File: config.mk
export PLATFORM = sky130hd
export DESIGN_NAME = ncmo_host
export DESIGN_NICKNAME = d
export VERILOG_FILES = /design/src/ncmo_pkg.sv /design/src/ncmo_host.sv
export SDC_FILE = /design/constraint.sdc
export NUM_CORES = 1
export LEC_CHECK = 0
export ABC_AREA = 1
export BUFFER_PORTS_ARGS = -buffer_cell sky130_fd_sc_hd__buf_4
export CAP_MARGIN = 20
export CORE_UTILIZATION = 30
export DETAILED_ROUTE_END_ITERATION = 8
export GPL_TIMING_DRIVEN = 0
export PLACE_DENSITY_LB_ADDON = 0.08
export SETUP_SLACK_MARGIN = 0.02
export SLEW_MARGIN = 10
export SYNTH_ARGS = -nofsm -noshare
export SYNTH_HDL_FRONTEND = slang
export SYNTH_SLANG_ARGS = --single-unit
File: constraint.sdc
create_clock -name sys_clk_i -period 4.6 [get_ports sys_clk_i]
set_input_delay 0.92 -clock sys_clk_i [delete_from_list [all_inputs] [get_ports sys_clk_i]]
set_output_delay 0.92 -clock sys_clk_i [all_outputs]
set_load 0.005 [all_outputs]
File: src/ncmo_pkg.sv
// Constants, types and register map for the NAND sequencing host controller
package ncmo_pkg;

  // Clock and pin timing
  localparam int         CLK_NS         = 5;
  localparam int         STROBE_LO_NS   = 15;
  localparam int         STROBE_HI_NS   = 10;
  localparam int         BUSY_SETTLE_NS = 100;
  localparam logic [4:0] LO_CYC         = 5'((STROBE_LO_NS + CLK_NS - 1) / CLK_NS);
  localparam logic [4:0] HI_CYC         = 5'((STROBE_HI_NS + CLK_NS - 1) / CLK_NS);
  localparam logic [4:0] SETTLE_CYC     = 5'((BUSY_SETTLE_NS + CLK_NS - 1) / CLK_NS);

  // Register offsets
  localparam logic [7:0] REG_CMD  = 8'h00;
  localparam logic [7:0] REG_COL  = 8'h04;
  localparam logic [7:0] REG_ROW  = 8'h08;
  localparam logic [7:0] REG_GO   = 8'h0c;
  localparam logic [7:0] REG_DATA = 8'h10;
  localparam logic [7:0] REG_STAT = 8'h14;
  localparam logic [7:0] REG_CFG  = 8'h18;
  localparam logic [1:0] CFG_RST  = 2'h0;

  // Operation codes written to the go register
  localparam logic [1:0] GO_ADR5 = 2'h1;
  localparam logic [1:0] GO_ADR2 = 2'h2;
  localparam logic [1:0] GO_READ = 2'h3;

  // Bus cycle kinds
  localparam logic [1:0] K_CMD  = 2'h0;
  localparam logic [1:0] K_ADR  = 2'h1;
  localparam logic [1:0] K_DIN  = 2'h2;
  localparam logic [1:0] K_DOUT = 2'h3;

  // Device command bytes
  localparam logic [7:0] C_READ_GO  = 8'h30;
  localparam logic [7:0] C_CACHE_RD = 8'h31;
  localparam logic [7:0] C_CACHE_LS = 8'h3f;
  localparam logic [7:0] C_PROG     = 8'h10;
  localparam logic [7:0] C_PROG_CA  = 8'h15;
  localparam logic [7:0] C_PROG_D0  = 8'h11;
  localparam logic [7:0] C_DIN_D1   = 8'h81;
  localparam logic [7:0] C_MREAD    = 8'h60;
  localparam logic [7:0] C_ERASE    = 8'hd0;
  localparam logic [7:0] C_STATUS   = 8'h70;
  localparam logic [7:0] C_STATUS_M = 8'h71;
  localparam logic [7:0] C_RESET    = 8'hff;

  // Address layout
  localparam int COL_W   = 13;
  localparam int ROW_W   = 17;
  localparam int PAGE_W  = 6;
  localparam int BLK_LSB = 6;
  localparam int ADR5_N  = 5;
  localparam int ADR2_N  = 2;

  typedef enum logic [4:0] {
    S_IDLE   = 5'h01,
    S_WAIT   = 5'h02,
    S_LOW    = 5'h04,
    S_HIGH   = 5'h08,
    S_SETTLE = 5'h10
  } ncmo_state_e;

  typedef struct packed {
    logic       ce_n;
    logic       cle;
    logic       ale;
    logic       we_n;
    logic       re_n;
    logic       wp_n;
    logic [7:0] io;
    logic       io_oe_n;
  } ncmo_pins_s;

  typedef struct packed {
    logic [7:0] io;
    logic       rb;
  } ncmo_pin_in_s;

endpackage : ncmo_pkg

File: src/ncmo_host.sv
// Host controller sequencing command, address and data cycles to the flash
`timescale 1ns/100ps
module ncmo_host (
  // Clock, reset, enable
  input  wire logic                  sys_clk_i,
  input  wire logic                  rst_i,
  input  wire logic                  en_i,
  // Software register port
  input  wire logic [7:0]            addr_i,
  input  wire logic [31:0]           wdata_i,
  input  wire logic                  wr_i,
  input  wire logic                  rd_i,
  output logic      [31:0]           rdata_o,
  // Flash pins
  input  wire ncmo_pkg::ncmo_pin_in_s pin_i,
  output ncmo_pkg::ncmo_pins_s        pins_o
);

  localparam int BLK_L = ncmo_pkg::BLK_LSB;

  ncmo_pkg::ncmo_state_e st_q, st_d;
  ncmo_pkg::ncmo_pins_s  pins_d;
  logic [1:0]                      kind_q;
  logic [2:0]                      idx_q;
  logic [2:0]                      last_q;
  logic [4:0]                      cnt_q;
  logic [7:0]                      byte_q;
  logic [7:0]                      dout_q;
  logic [7:0]                      lcmd_q;
  logic [ncmo_pkg::COL_W-1:0]      col_q;
  logic [ncmo_pkg::ROW_W-1:0]      row_q;
  logic [ncmo_pkg::ROW_W-1:0]      mr_row_q;
  logic [ncmo_pkg::ROW_W-1:BLK_L]  cblk_q;
  logic                            settle_q;
  logic                            cache_q;
  logic                            guard_q;
  logic                            mr_first_q;
  logic                            mr_pair_q;
  logic [1:0]                      cfg_q;
  logic [3:0]                      err_q;

  function automatic logic no_wait(input logic [7:0] c);
    no_wait = (c == ncmo_pkg::C_STATUS) || (c == ncmo_pkg::C_STATUS_M) || (c == ncmo_pkg::C_RESET);
  endfunction : no_wait

  function automatic logic makes_busy(input logic [7:0] c);
    makes_busy = (c == ncmo_pkg::C_READ_GO) || (c == ncmo_pkg::C_CACHE_RD) || (c == ncmo_pkg::C_CACHE_LS) ||
                 (c == ncmo_pkg::C_PROG) || (c == ncmo_pkg::C_PROG_CA) || (c == ncmo_pkg::C_PROG_D0) ||
                 (c == ncmo_pkg::C_ERASE) || (c == ncmo_pkg::C_RESET);
  endfunction : makes_busy

  function automatic logic [7:0] addr_byte(input logic [2:0] i, input logic [12:0] c, input logic [16:0] r);
    case (i)
      3'h0:    addr_byte = c[7:0];
      3'h1:    addr_byte = {3'h0, c[12:8]};
      3'h2:    addr_byte = r[7:0];
      3'h3:    addr_byte = r[15:8];
      default: addr_byte = {7'h00, r[16]};
    endcase
  endfunction : addr_byte

  // Request decode
  wire        idle     = (st_q == ncmo_pkg::S_IDLE);
  wire        w_cmd    = wr_i && (addr_i == ncmo_pkg::REG_CMD);
  wire        w_go     = wr_i && (addr_i == ncmo_pkg::REG_GO) && (wdata_i[1:0] != 2'h0);
  wire        w_din    = wr_i && (addr_i == ncmo_pkg::REG_DATA);
  wire        w_stat   = wr_i && (addr_i == ncmo_pkg::REG_STAT);
  wire        w_cfg    = wr_i && (addr_i == ncmo_pkg::REG_CFG);
  wire        w_col    = wr_i && (addr_i == ncmo_pkg::REG_COL) && idle;
  wire        w_row    = wr_i && (addr_i == ncmo_pkg::REG_ROW) && idle;
  wire [7:0]  cbyte    = wdata_i[7:0];
  wire        go_adr5  = w_go && (wdata_i[1:0] == ncmo_pkg::GO_ADR5);
  wire        go_adr2  = w_go && (wdata_i[1:0] == ncmo_pkg::GO_ADR2);
  wire        go_read  = w_go && (wdata_i[1:0] == ncmo_pkg::GO_READ);
  wire        req      = w_cmd || w_go || w_din;
  wire        err_busy = req && !idle;
  wire        cmd_bad  = guard_q && !no_wait(cbyte) && (cbyte != ncmo_pkg::C_DIN_D1);
  wire        blk_bad  = cache_q && (row_q[ncmo_pkg::ROW_W-1:BLK_L] != cblk_q);
  wire        in_mr    = (lcmd_q == ncmo_pkg::C_MREAD) && mr_first_q && !mr_pair_q;
  wire        same_dis = row_q[BLK_L] == mr_row_q[BLK_L];
  wire        page_dif = row_q[ncmo_pkg::PAGE_W-1:0] != mr_row_q[ncmo_pkg::PAGE_W-1:0];
  wire        dist_bad = in_mr && (same_dis || page_dif);
  wire        err_seq  = idle && w_cmd && cmd_bad;
  wire        err_blk  = idle && go_adr5 && blk_bad;
  wire        err_dist = idle && go_adr5 && !blk_bad && dist_bad;
  wire        acc_cmd  = idle && w_cmd && !cmd_bad;
  wire        acc_adr5 = idle && go_adr5 && !blk_bad && !dist_bad;
  wire        acc_adr2 = idle && go_adr2;
  wire        acc_rd   = idle && go_read;
  wire        acc_din  = idle && w_din;
  wire        start    = acc_cmd || acc_adr5 || acc_adr2 || acc_rd || acc_din;
  wire        cnt_end  = (cnt_q == 5'h00);
  wire        last_one = (idx_q == last_q);
  wire [3:0]  err_set  = {err_dist, err_blk, err_seq, err_busy};
  wire [1:0]  kind_d   = acc_cmd ? ncmo_pkg::K_CMD : (acc_adr5 || acc_adr2) ? ncmo_pkg::K_ADR :
                         acc_rd ? ncmo_pkg::K_DOUT : ncmo_pkg::K_DIN;
  wire [2:0]  last_d   = acc_adr5 ? 3'(ncmo_pkg::ADR5_N - 1) : acc_adr2 ? 3'(ncmo_pkg::ADR2_N - 1) : 3'h0;
  wire        strobe   = (st_q == ncmo_pkg::S_LOW) || (st_q == ncmo_pkg::S_HIGH);
  wire [7:0]  obyte    = (kind_q == ncmo_pkg::K_ADR) ? addr_byte(idx_q, col_q, row_q) : byte_q;
  wire [31:0] stat_w   = {20'h00000, err_q, 2'h0, mr_pair_q, mr_first_q, guard_q, cache_q, pin_i.rb, !idle};

  // Sequencer next state
  always_comb begin
    st_d = st_q;
    case (st_q)
      ncmo_pkg::S_IDLE:   if (start) st_d = (acc_cmd && !no_wait(cbyte)) ? ncmo_pkg::S_WAIT : ncmo_pkg::S_LOW;
      ncmo_pkg::S_WAIT:   if (pin_i.rb) st_d = ncmo_pkg::S_LOW;
      ncmo_pkg::S_LOW:    if (cnt_end) st_d = ncmo_pkg::S_HIGH;
      ncmo_pkg::S_HIGH:   if (cnt_end) st_d = !last_one ? ncmo_pkg::S_LOW : settle_q ? ncmo_pkg::S_SETTLE : ncmo_pkg::S_IDLE;
      ncmo_pkg::S_SETTLE: if (cnt_end) st_d = ncmo_pkg::S_IDLE;
      default:            st_d = ncmo_pkg::S_IDLE;
    endcase
  end

  // Pin drive, strobes high outside a bus cycle
  always_comb begin
    pins_d         = '0;
    pins_d.ce_n    = !cfg_q[1];
    pins_d.cle     = strobe && (kind_q == ncmo_pkg::K_CMD);
    pins_d.ale     = strobe && (kind_q == ncmo_pkg::K_ADR);
    pins_d.we_n    = !((st_q == ncmo_pkg::S_LOW) && (kind_q != ncmo_pkg::K_DOUT));
    pins_d.re_n    = !((st_q == ncmo_pkg::S_LOW) && (kind_q == ncmo_pkg::K_DOUT));
    pins_d.wp_n    = cfg_q[0] || mr_first_q;
    pins_d.io      = obyte;
    pins_d.io_oe_n = !(strobe && (kind_q != ncmo_pkg::K_DOUT));
  end

  // Sequencer registers
  always_ff @(posedge sys_clk_i or posedge rst_i) begin
    if (rst_i) begin
      st_q     <= ncmo_pkg::S_IDLE;
      kind_q   <= ncmo_pkg::K_CMD;
      idx_q    <= 3'h0;
      last_q   <= 3'h0;
      cnt_q    <= 5'h00;
      byte_q   <= 8'h00;
      settle_q <= 1'b0;
    end else if (en_i) begin
      st_q <= st_d;
      if (start) begin
        kind_q   <= kind_d;
        last_q   <= last_d;
        idx_q    <= 3'h0;
        byte_q   <= cbyte;
        settle_q <= acc_cmd && makes_busy(cbyte);
      end
      if (st_d != st_q) begin
        cnt_q <= (st_d == ncmo_pkg::S_LOW) ? ncmo_pkg::LO_CYC - 5'h01 :
                 (st_d == ncmo_pkg::S_HIGH) ? ncmo_pkg::HI_CYC - 5'h01 : ncmo_pkg::SETTLE_CYC - 5'h01;
      end else if (!cnt_end) begin
        cnt_q <= cnt_q - 5'h01;
      end
      if ((st_q == ncmo_pkg::S_HIGH) && cnt_end && !last_one) idx_q <= idx_q + 3'h1;
    end
  end

  // Captured data, pins and read port
  always_ff @(posedge sys_clk_i or posedge rst_i) begin
    if (rst_i) begin
      dout_q  <= 8'h00;
      rdata_o <= 32'h00000000;
      pins_o  <= '{ce_n: 1'b1, we_n: 1'b1, re_n: 1'b1, io_oe_n: 1'b1, default: '0};
    end else if (en_i) begin
      pins_o <= pins_d;
      if ((st_q == ncmo_pkg::S_LOW) && cnt_end && (kind_q == ncmo_pkg::K_DOUT)) dout_q <= pin_i.io;
      if (!rd_i) rdata_o <= 32'h00000000;
      else if (addr_i == ncmo_pkg::REG_COL) rdata_o <= {19'h00000, col_q};
      else if (addr_i == ncmo_pkg::REG_ROW) rdata_o <= {15'h0000, row_q};
      else if (addr_i == ncmo_pkg::REG_DATA) rdata_o <= {24'h000000, dout_q};
      else if (addr_i == ncmo_pkg::REG_STAT) rdata_o <= stat_w;
      else if (addr_i == ncmo_pkg::REG_CFG) rdata_o <= {30'h00000000, cfg_q};
      else rdata_o <= 32'h00000000;
    end
  end

  // Address, configuration and error flags
  always_ff @(posedge sys_clk_i or posedge rst_i) begin
    if (rst_i) begin
      col_q <= '0;
      row_q <= '0;
      cfg_q <= ncmo_pkg::CFG_RST;
      err_q <= 4'h0;
    end else if (en_i) begin
      if (w_col) col_q <= wdata_i[ncmo_pkg::COL_W-1:0];
      if (w_row) row_q <= wdata_i[ncmo_pkg::ROW_W-1:0];
      if (w_cfg) cfg_q <= wdata_i[1:0];
      err_q <= (err_q & ~(w_stat ? wdata_i[11:8] : 4'h0)) | err_set;
    end
  end

  // Sequence tracking flags
  always_ff @(posedge sys_clk_i or posedge rst_i) begin
    if (rst_i) begin
      lcmd_q     <= 8'h00;
      cache_q    <= 1'b0;
      cblk_q     <= '0;
      guard_q    <= 1'b0;
      mr_first_q <= 1'b0;
      mr_pair_q  <= 1'b0;
      mr_row_q   <= '0;
    end else if (en_i) begin
      if (acc_cmd) begin
        lcmd_q <= cbyte;
        if ((cbyte == ncmo_pkg::C_CACHE_RD) || (cbyte == ncmo_pkg::C_PROG_CA)) cache_q <= 1'b1;
        else if ((cbyte == ncmo_pkg::C_CACHE_LS) || (cbyte == ncmo_pkg::C_PROG) ||
                 (cbyte == ncmo_pkg::C_RESET)) cache_q <= 1'b0;
        if (cbyte == ncmo_pkg::C_PROG_D0) guard_q <= 1'b1;
        else if ((cbyte == ncmo_pkg::C_DIN_D1) || (cbyte == ncmo_pkg::C_RESET)) guard_q <= 1'b0;
        if ((cbyte == ncmo_pkg::C_READ_GO) || (cbyte == ncmo_pkg::C_ERASE) || (cbyte == ncmo_pkg::C_RESET)) begin
          mr_first_q <= 1'b0;
          mr_pair_q  <= 1'b0;
        end
      end
      if (acc_adr5) begin
        cblk_q <= row_q[ncmo_pkg::ROW_W-1:BLK_L];
        if ((lcmd_q == ncmo_pkg::C_MREAD) && !mr_first_q) begin
          mr_first_q <= 1'b1;
          mr_row_q   <= row_q;
        end else if (in_mr) begin
          mr_pair_q <= 1'b1;
        end
      end
    end
  end

  logic [2:0] abytes_q;
  always_ff @(posedge sys_clk_i or posedge rst_i) begin
    if (rst_i) abytes_q <= 3'h0;
    else if (en_i && start) abytes_q <= 3'h0;
    else if (en_i && (st_q == ncmo_pkg::S_LOW) && cnt_end && (kind_q == ncmo_pkg::K_ADR)) abytes_q <= abytes_q + 3'h1;
  end
endmodule : ncmo_host

==> flow_summary.yaml <==
global_routing:
  use_met3_pct: 4.54
  met1_usage_pct: 28.6
  track_usage_pct: 20.3
  grt_pass1_wl_um: 35600
  busiest_layer: "met2"
  grt_use_met2_pct: 31.1
  gr-total-overflow: 0
  grt_max_degree: 107
  grt_pass1_vias: 5903
  antenna_found_initial: 0
setup_path:
  crit_path_end_kind: "flip-flop"
  worstPathArrival_ns: 3.08
  rrSetupSlack_ns: 2.07
  crit_fanout: 7
  worstSetupPathType: "input pin to flip-flop"
  crit_required_ns: 4.92
  cp-start-kind: "input pin"
worst_hold_path:
  worstHoldPathType: "input pin to async pin"
finish:
  multiInputGateArea_um2: 3050
  synthToLayoutAreaGrowth_pct: 22.9
  seqCellArea_um2: 3310
  fillCellCount: 2390
  n_antenna_cell: 0
  drive_above_1_share_pct: 18.1
  fin_nets: 1006
timing:
  hold_viol_final: 0
  worst_slack_ns: 1.84
  skew_ns: 0.00795
  rsz0062_at_grt: "no"
  period_share_pct: 60.0
  fmax_mhz: 362
  setup_viol: 0
  drv_slew: 0
  relSlewSlack_pct: 39.5
  worstMarginPinSlew_ns: 0.904
  finalCriticalPeriod_ns: 2.76
synth:
  synth_ff_type: "dfrtp_1"
  yosysUniqueCellTypes: 53
  synth_largest_area_cell: "dfrtp_1"
  ys_ff_latch: 132
  async_flop_share_pct: 100
  yosysSeqAreaShare_pct: 48.0
  syn_area_um2: 6890
  synthCells: 843
  yosysWarnings: 0
  synthTopCellsByArea: "dfrtp_1, nand2_1, o21ai_0"
  synth.most_common_cell: "nand2_1"
  synth_top_cells_by_count: "nand2_1, dfrtp_1, o21ai_0"
  synth_edf_count: 0
  syn_avg_cell_area_um2: 8.17
  netlist.area_leader.share_pct: 46.1
floorplan:
  die_h_um: 154
  design.core.area_um2: 22600
  die_area_um2: 23600
  die_x_um: 154
  rows: 55
  initial_core_util_pct: 30.5
  num_io_pins: 101
place:
  pre_cts_ws_ns: 1.38
  port_buffers: 69
  gp_congestion: 0.817
  post-dp-hpwl_um: 17000
clocking:
  clk_pin_slew_worst_paths_ns: 0.06
  numCtsBuffers: 17
  cts_setup_buffers: 0
  htreeDepth: 4
  clockRootBuffer: "clkbuf_16"
  cts_resized: 0
  cts_tree: "yes"
  holdBufCountCts: 0
  numClockSinks: 132
  clockBufferDepth: 2
  clk_latency_ns: 0.42
pwr:
  finalPower_w: 0.00305
  ir_drop_v: 0.000160
  power.leakage_nw: 4.05
  power.density_nw_per_um2: 360
run:
  drv_cap: 0
drt:
  num_vias: 6045
  drt-pass1-iter-count: 5
  vias_per_cell: 4.87
  drtIter0Drc: 344
  remaining_drc_errors: 0
  routed_wl_um: 22700
  avgRoutedWirePerCell_um: 18.3
  ant_nets: 0
status:
  status: "complete, no violations"
[metrics by stage]
step,cell area [µm²],instances,utilization [%],setup TNS [ns],hold WS [ns]
after floorplan,6940,857,-,0,0.428
after global placement,7820,1211,34.6,-244.01,0.463
after detailed placement,7850,1212,34.8,0,0.469
after CTS,8460,1242,37.5,0,0.437
after global routing,8460,1242,37.5,0,0.442
final,8460,1242,37.5,0,0.435
[report_power, final]
part	internal (W)	total, W	switching [W]
Sequential	0.00121	0.00124	0.0000354
Combinational	0.000126	0.000358	0.000232
Clock	0.000926	0.00145	0.000526
Total	0.00226	0.00305	0.000793
[placed cells by master (no fill, tap or decap), drive strengths merged, types with 4 or more instances in the layout]
cell and instances:
ha 6, dfrtp 127, xnor2 6, bufinv 4
a21oi 29, inv 97, clkbuf 40, xor2 7
nand4 10, mux2 8, nor2 72, nand3 25
a31oi 4, dfstp 5, a32o 4, a221oi 10
nor3 8, clkinv 7, o21ai 121, buf 88
conb 15, nand2 230, o31ai 5, o22ai 6
nor4 4
[final timing paths]
check                                           to  cells after the start             startpoint
hold reg to reg              byte_q[3]$_DFFE_PP0P_                      2  byte_q[3]$_DFFE_PP0P_
max in group asynchronous    byte_q[6]$_DFFE_PP0P_                      3                  rst_i
hold / removal               lcmd_q[3]$_DFFE_PP0P_                      2                  rst_i
setup reg to reg           mr_row_q[1]$_DFFE_PP0P_                     15   row_q[6]$_DFFE_PP0P_
min in group sys_clk_i       byte_q[3]$_DFFE_PP0P_                      2  byte_q[3]$_DFFE_PP0P_
setup / recovery              cnt_q[1]$_DFFE_PP0P_                     19             wdata_i[3]
[metal layers]
layer | wire [µm] | vias to the layer above | share of wire, %
met4 | 420 | 0 | 1.8
met2 | 10100 | 157 | 44
met3 | 1120 | 24 | 4.9
met1 | 11100 | 2891 | 49
li1 | - | 2973 | -
met5 | 0 | - | 0
[state kept, by name, summed over array words and instances, names as in the netlist, 3 cells and up]
register,cells
byte_q,8
cblk_q,11
cnt_q,5
col_q,13
dout_q,8
err_q,4
idx_q,3
lcmd_q,8
mr_row_q,7
pins_o,15
rdata_o,17
row_q,17
st_q,5
[critical path: stages]
cell and delay, ns:
buf_4 0.11, inv_1 0.33, nand2_1 0.13, nor2_1 0.16, nand2_1 0.07, nand2_1 0.13, nor2_4 0.06, nor2_4 0.17
nand3_2 0.14, nand2_1 0.10, inv_2 0.04, nand2_4 0.06, nand2_2 0.07, nand2_2 0.09, nand2_4 0.07, nor2_8 0.17
a21oi_2 0.10, nand2_1 0.10, nand2_1 0.05
[logic make-up after synthesis]
kind of cell / synth area share, %
other: 0.0544
buffers and inverters: 8.43
DFF: 48.0
and+or+nand+nor: 23.2
muxes: 1.31
AOI/OAI and AO/OA: 16.2
adders and majority gates: 1.09
xor gates and xnor gates: 1.65
[cell type report]
cell class	instances	share of cell area, %
flip-flops and latches	132	39.1
multi-input cells	588	36.1
repair buffers	70	6.44
clock buffers	20	5.40
inverters	99	4.48
well taps	285	4.21
plain buffers	38	2.47
clock inverters	10	1.85
No activity file was read; power rests on OpenSTA's default activity.
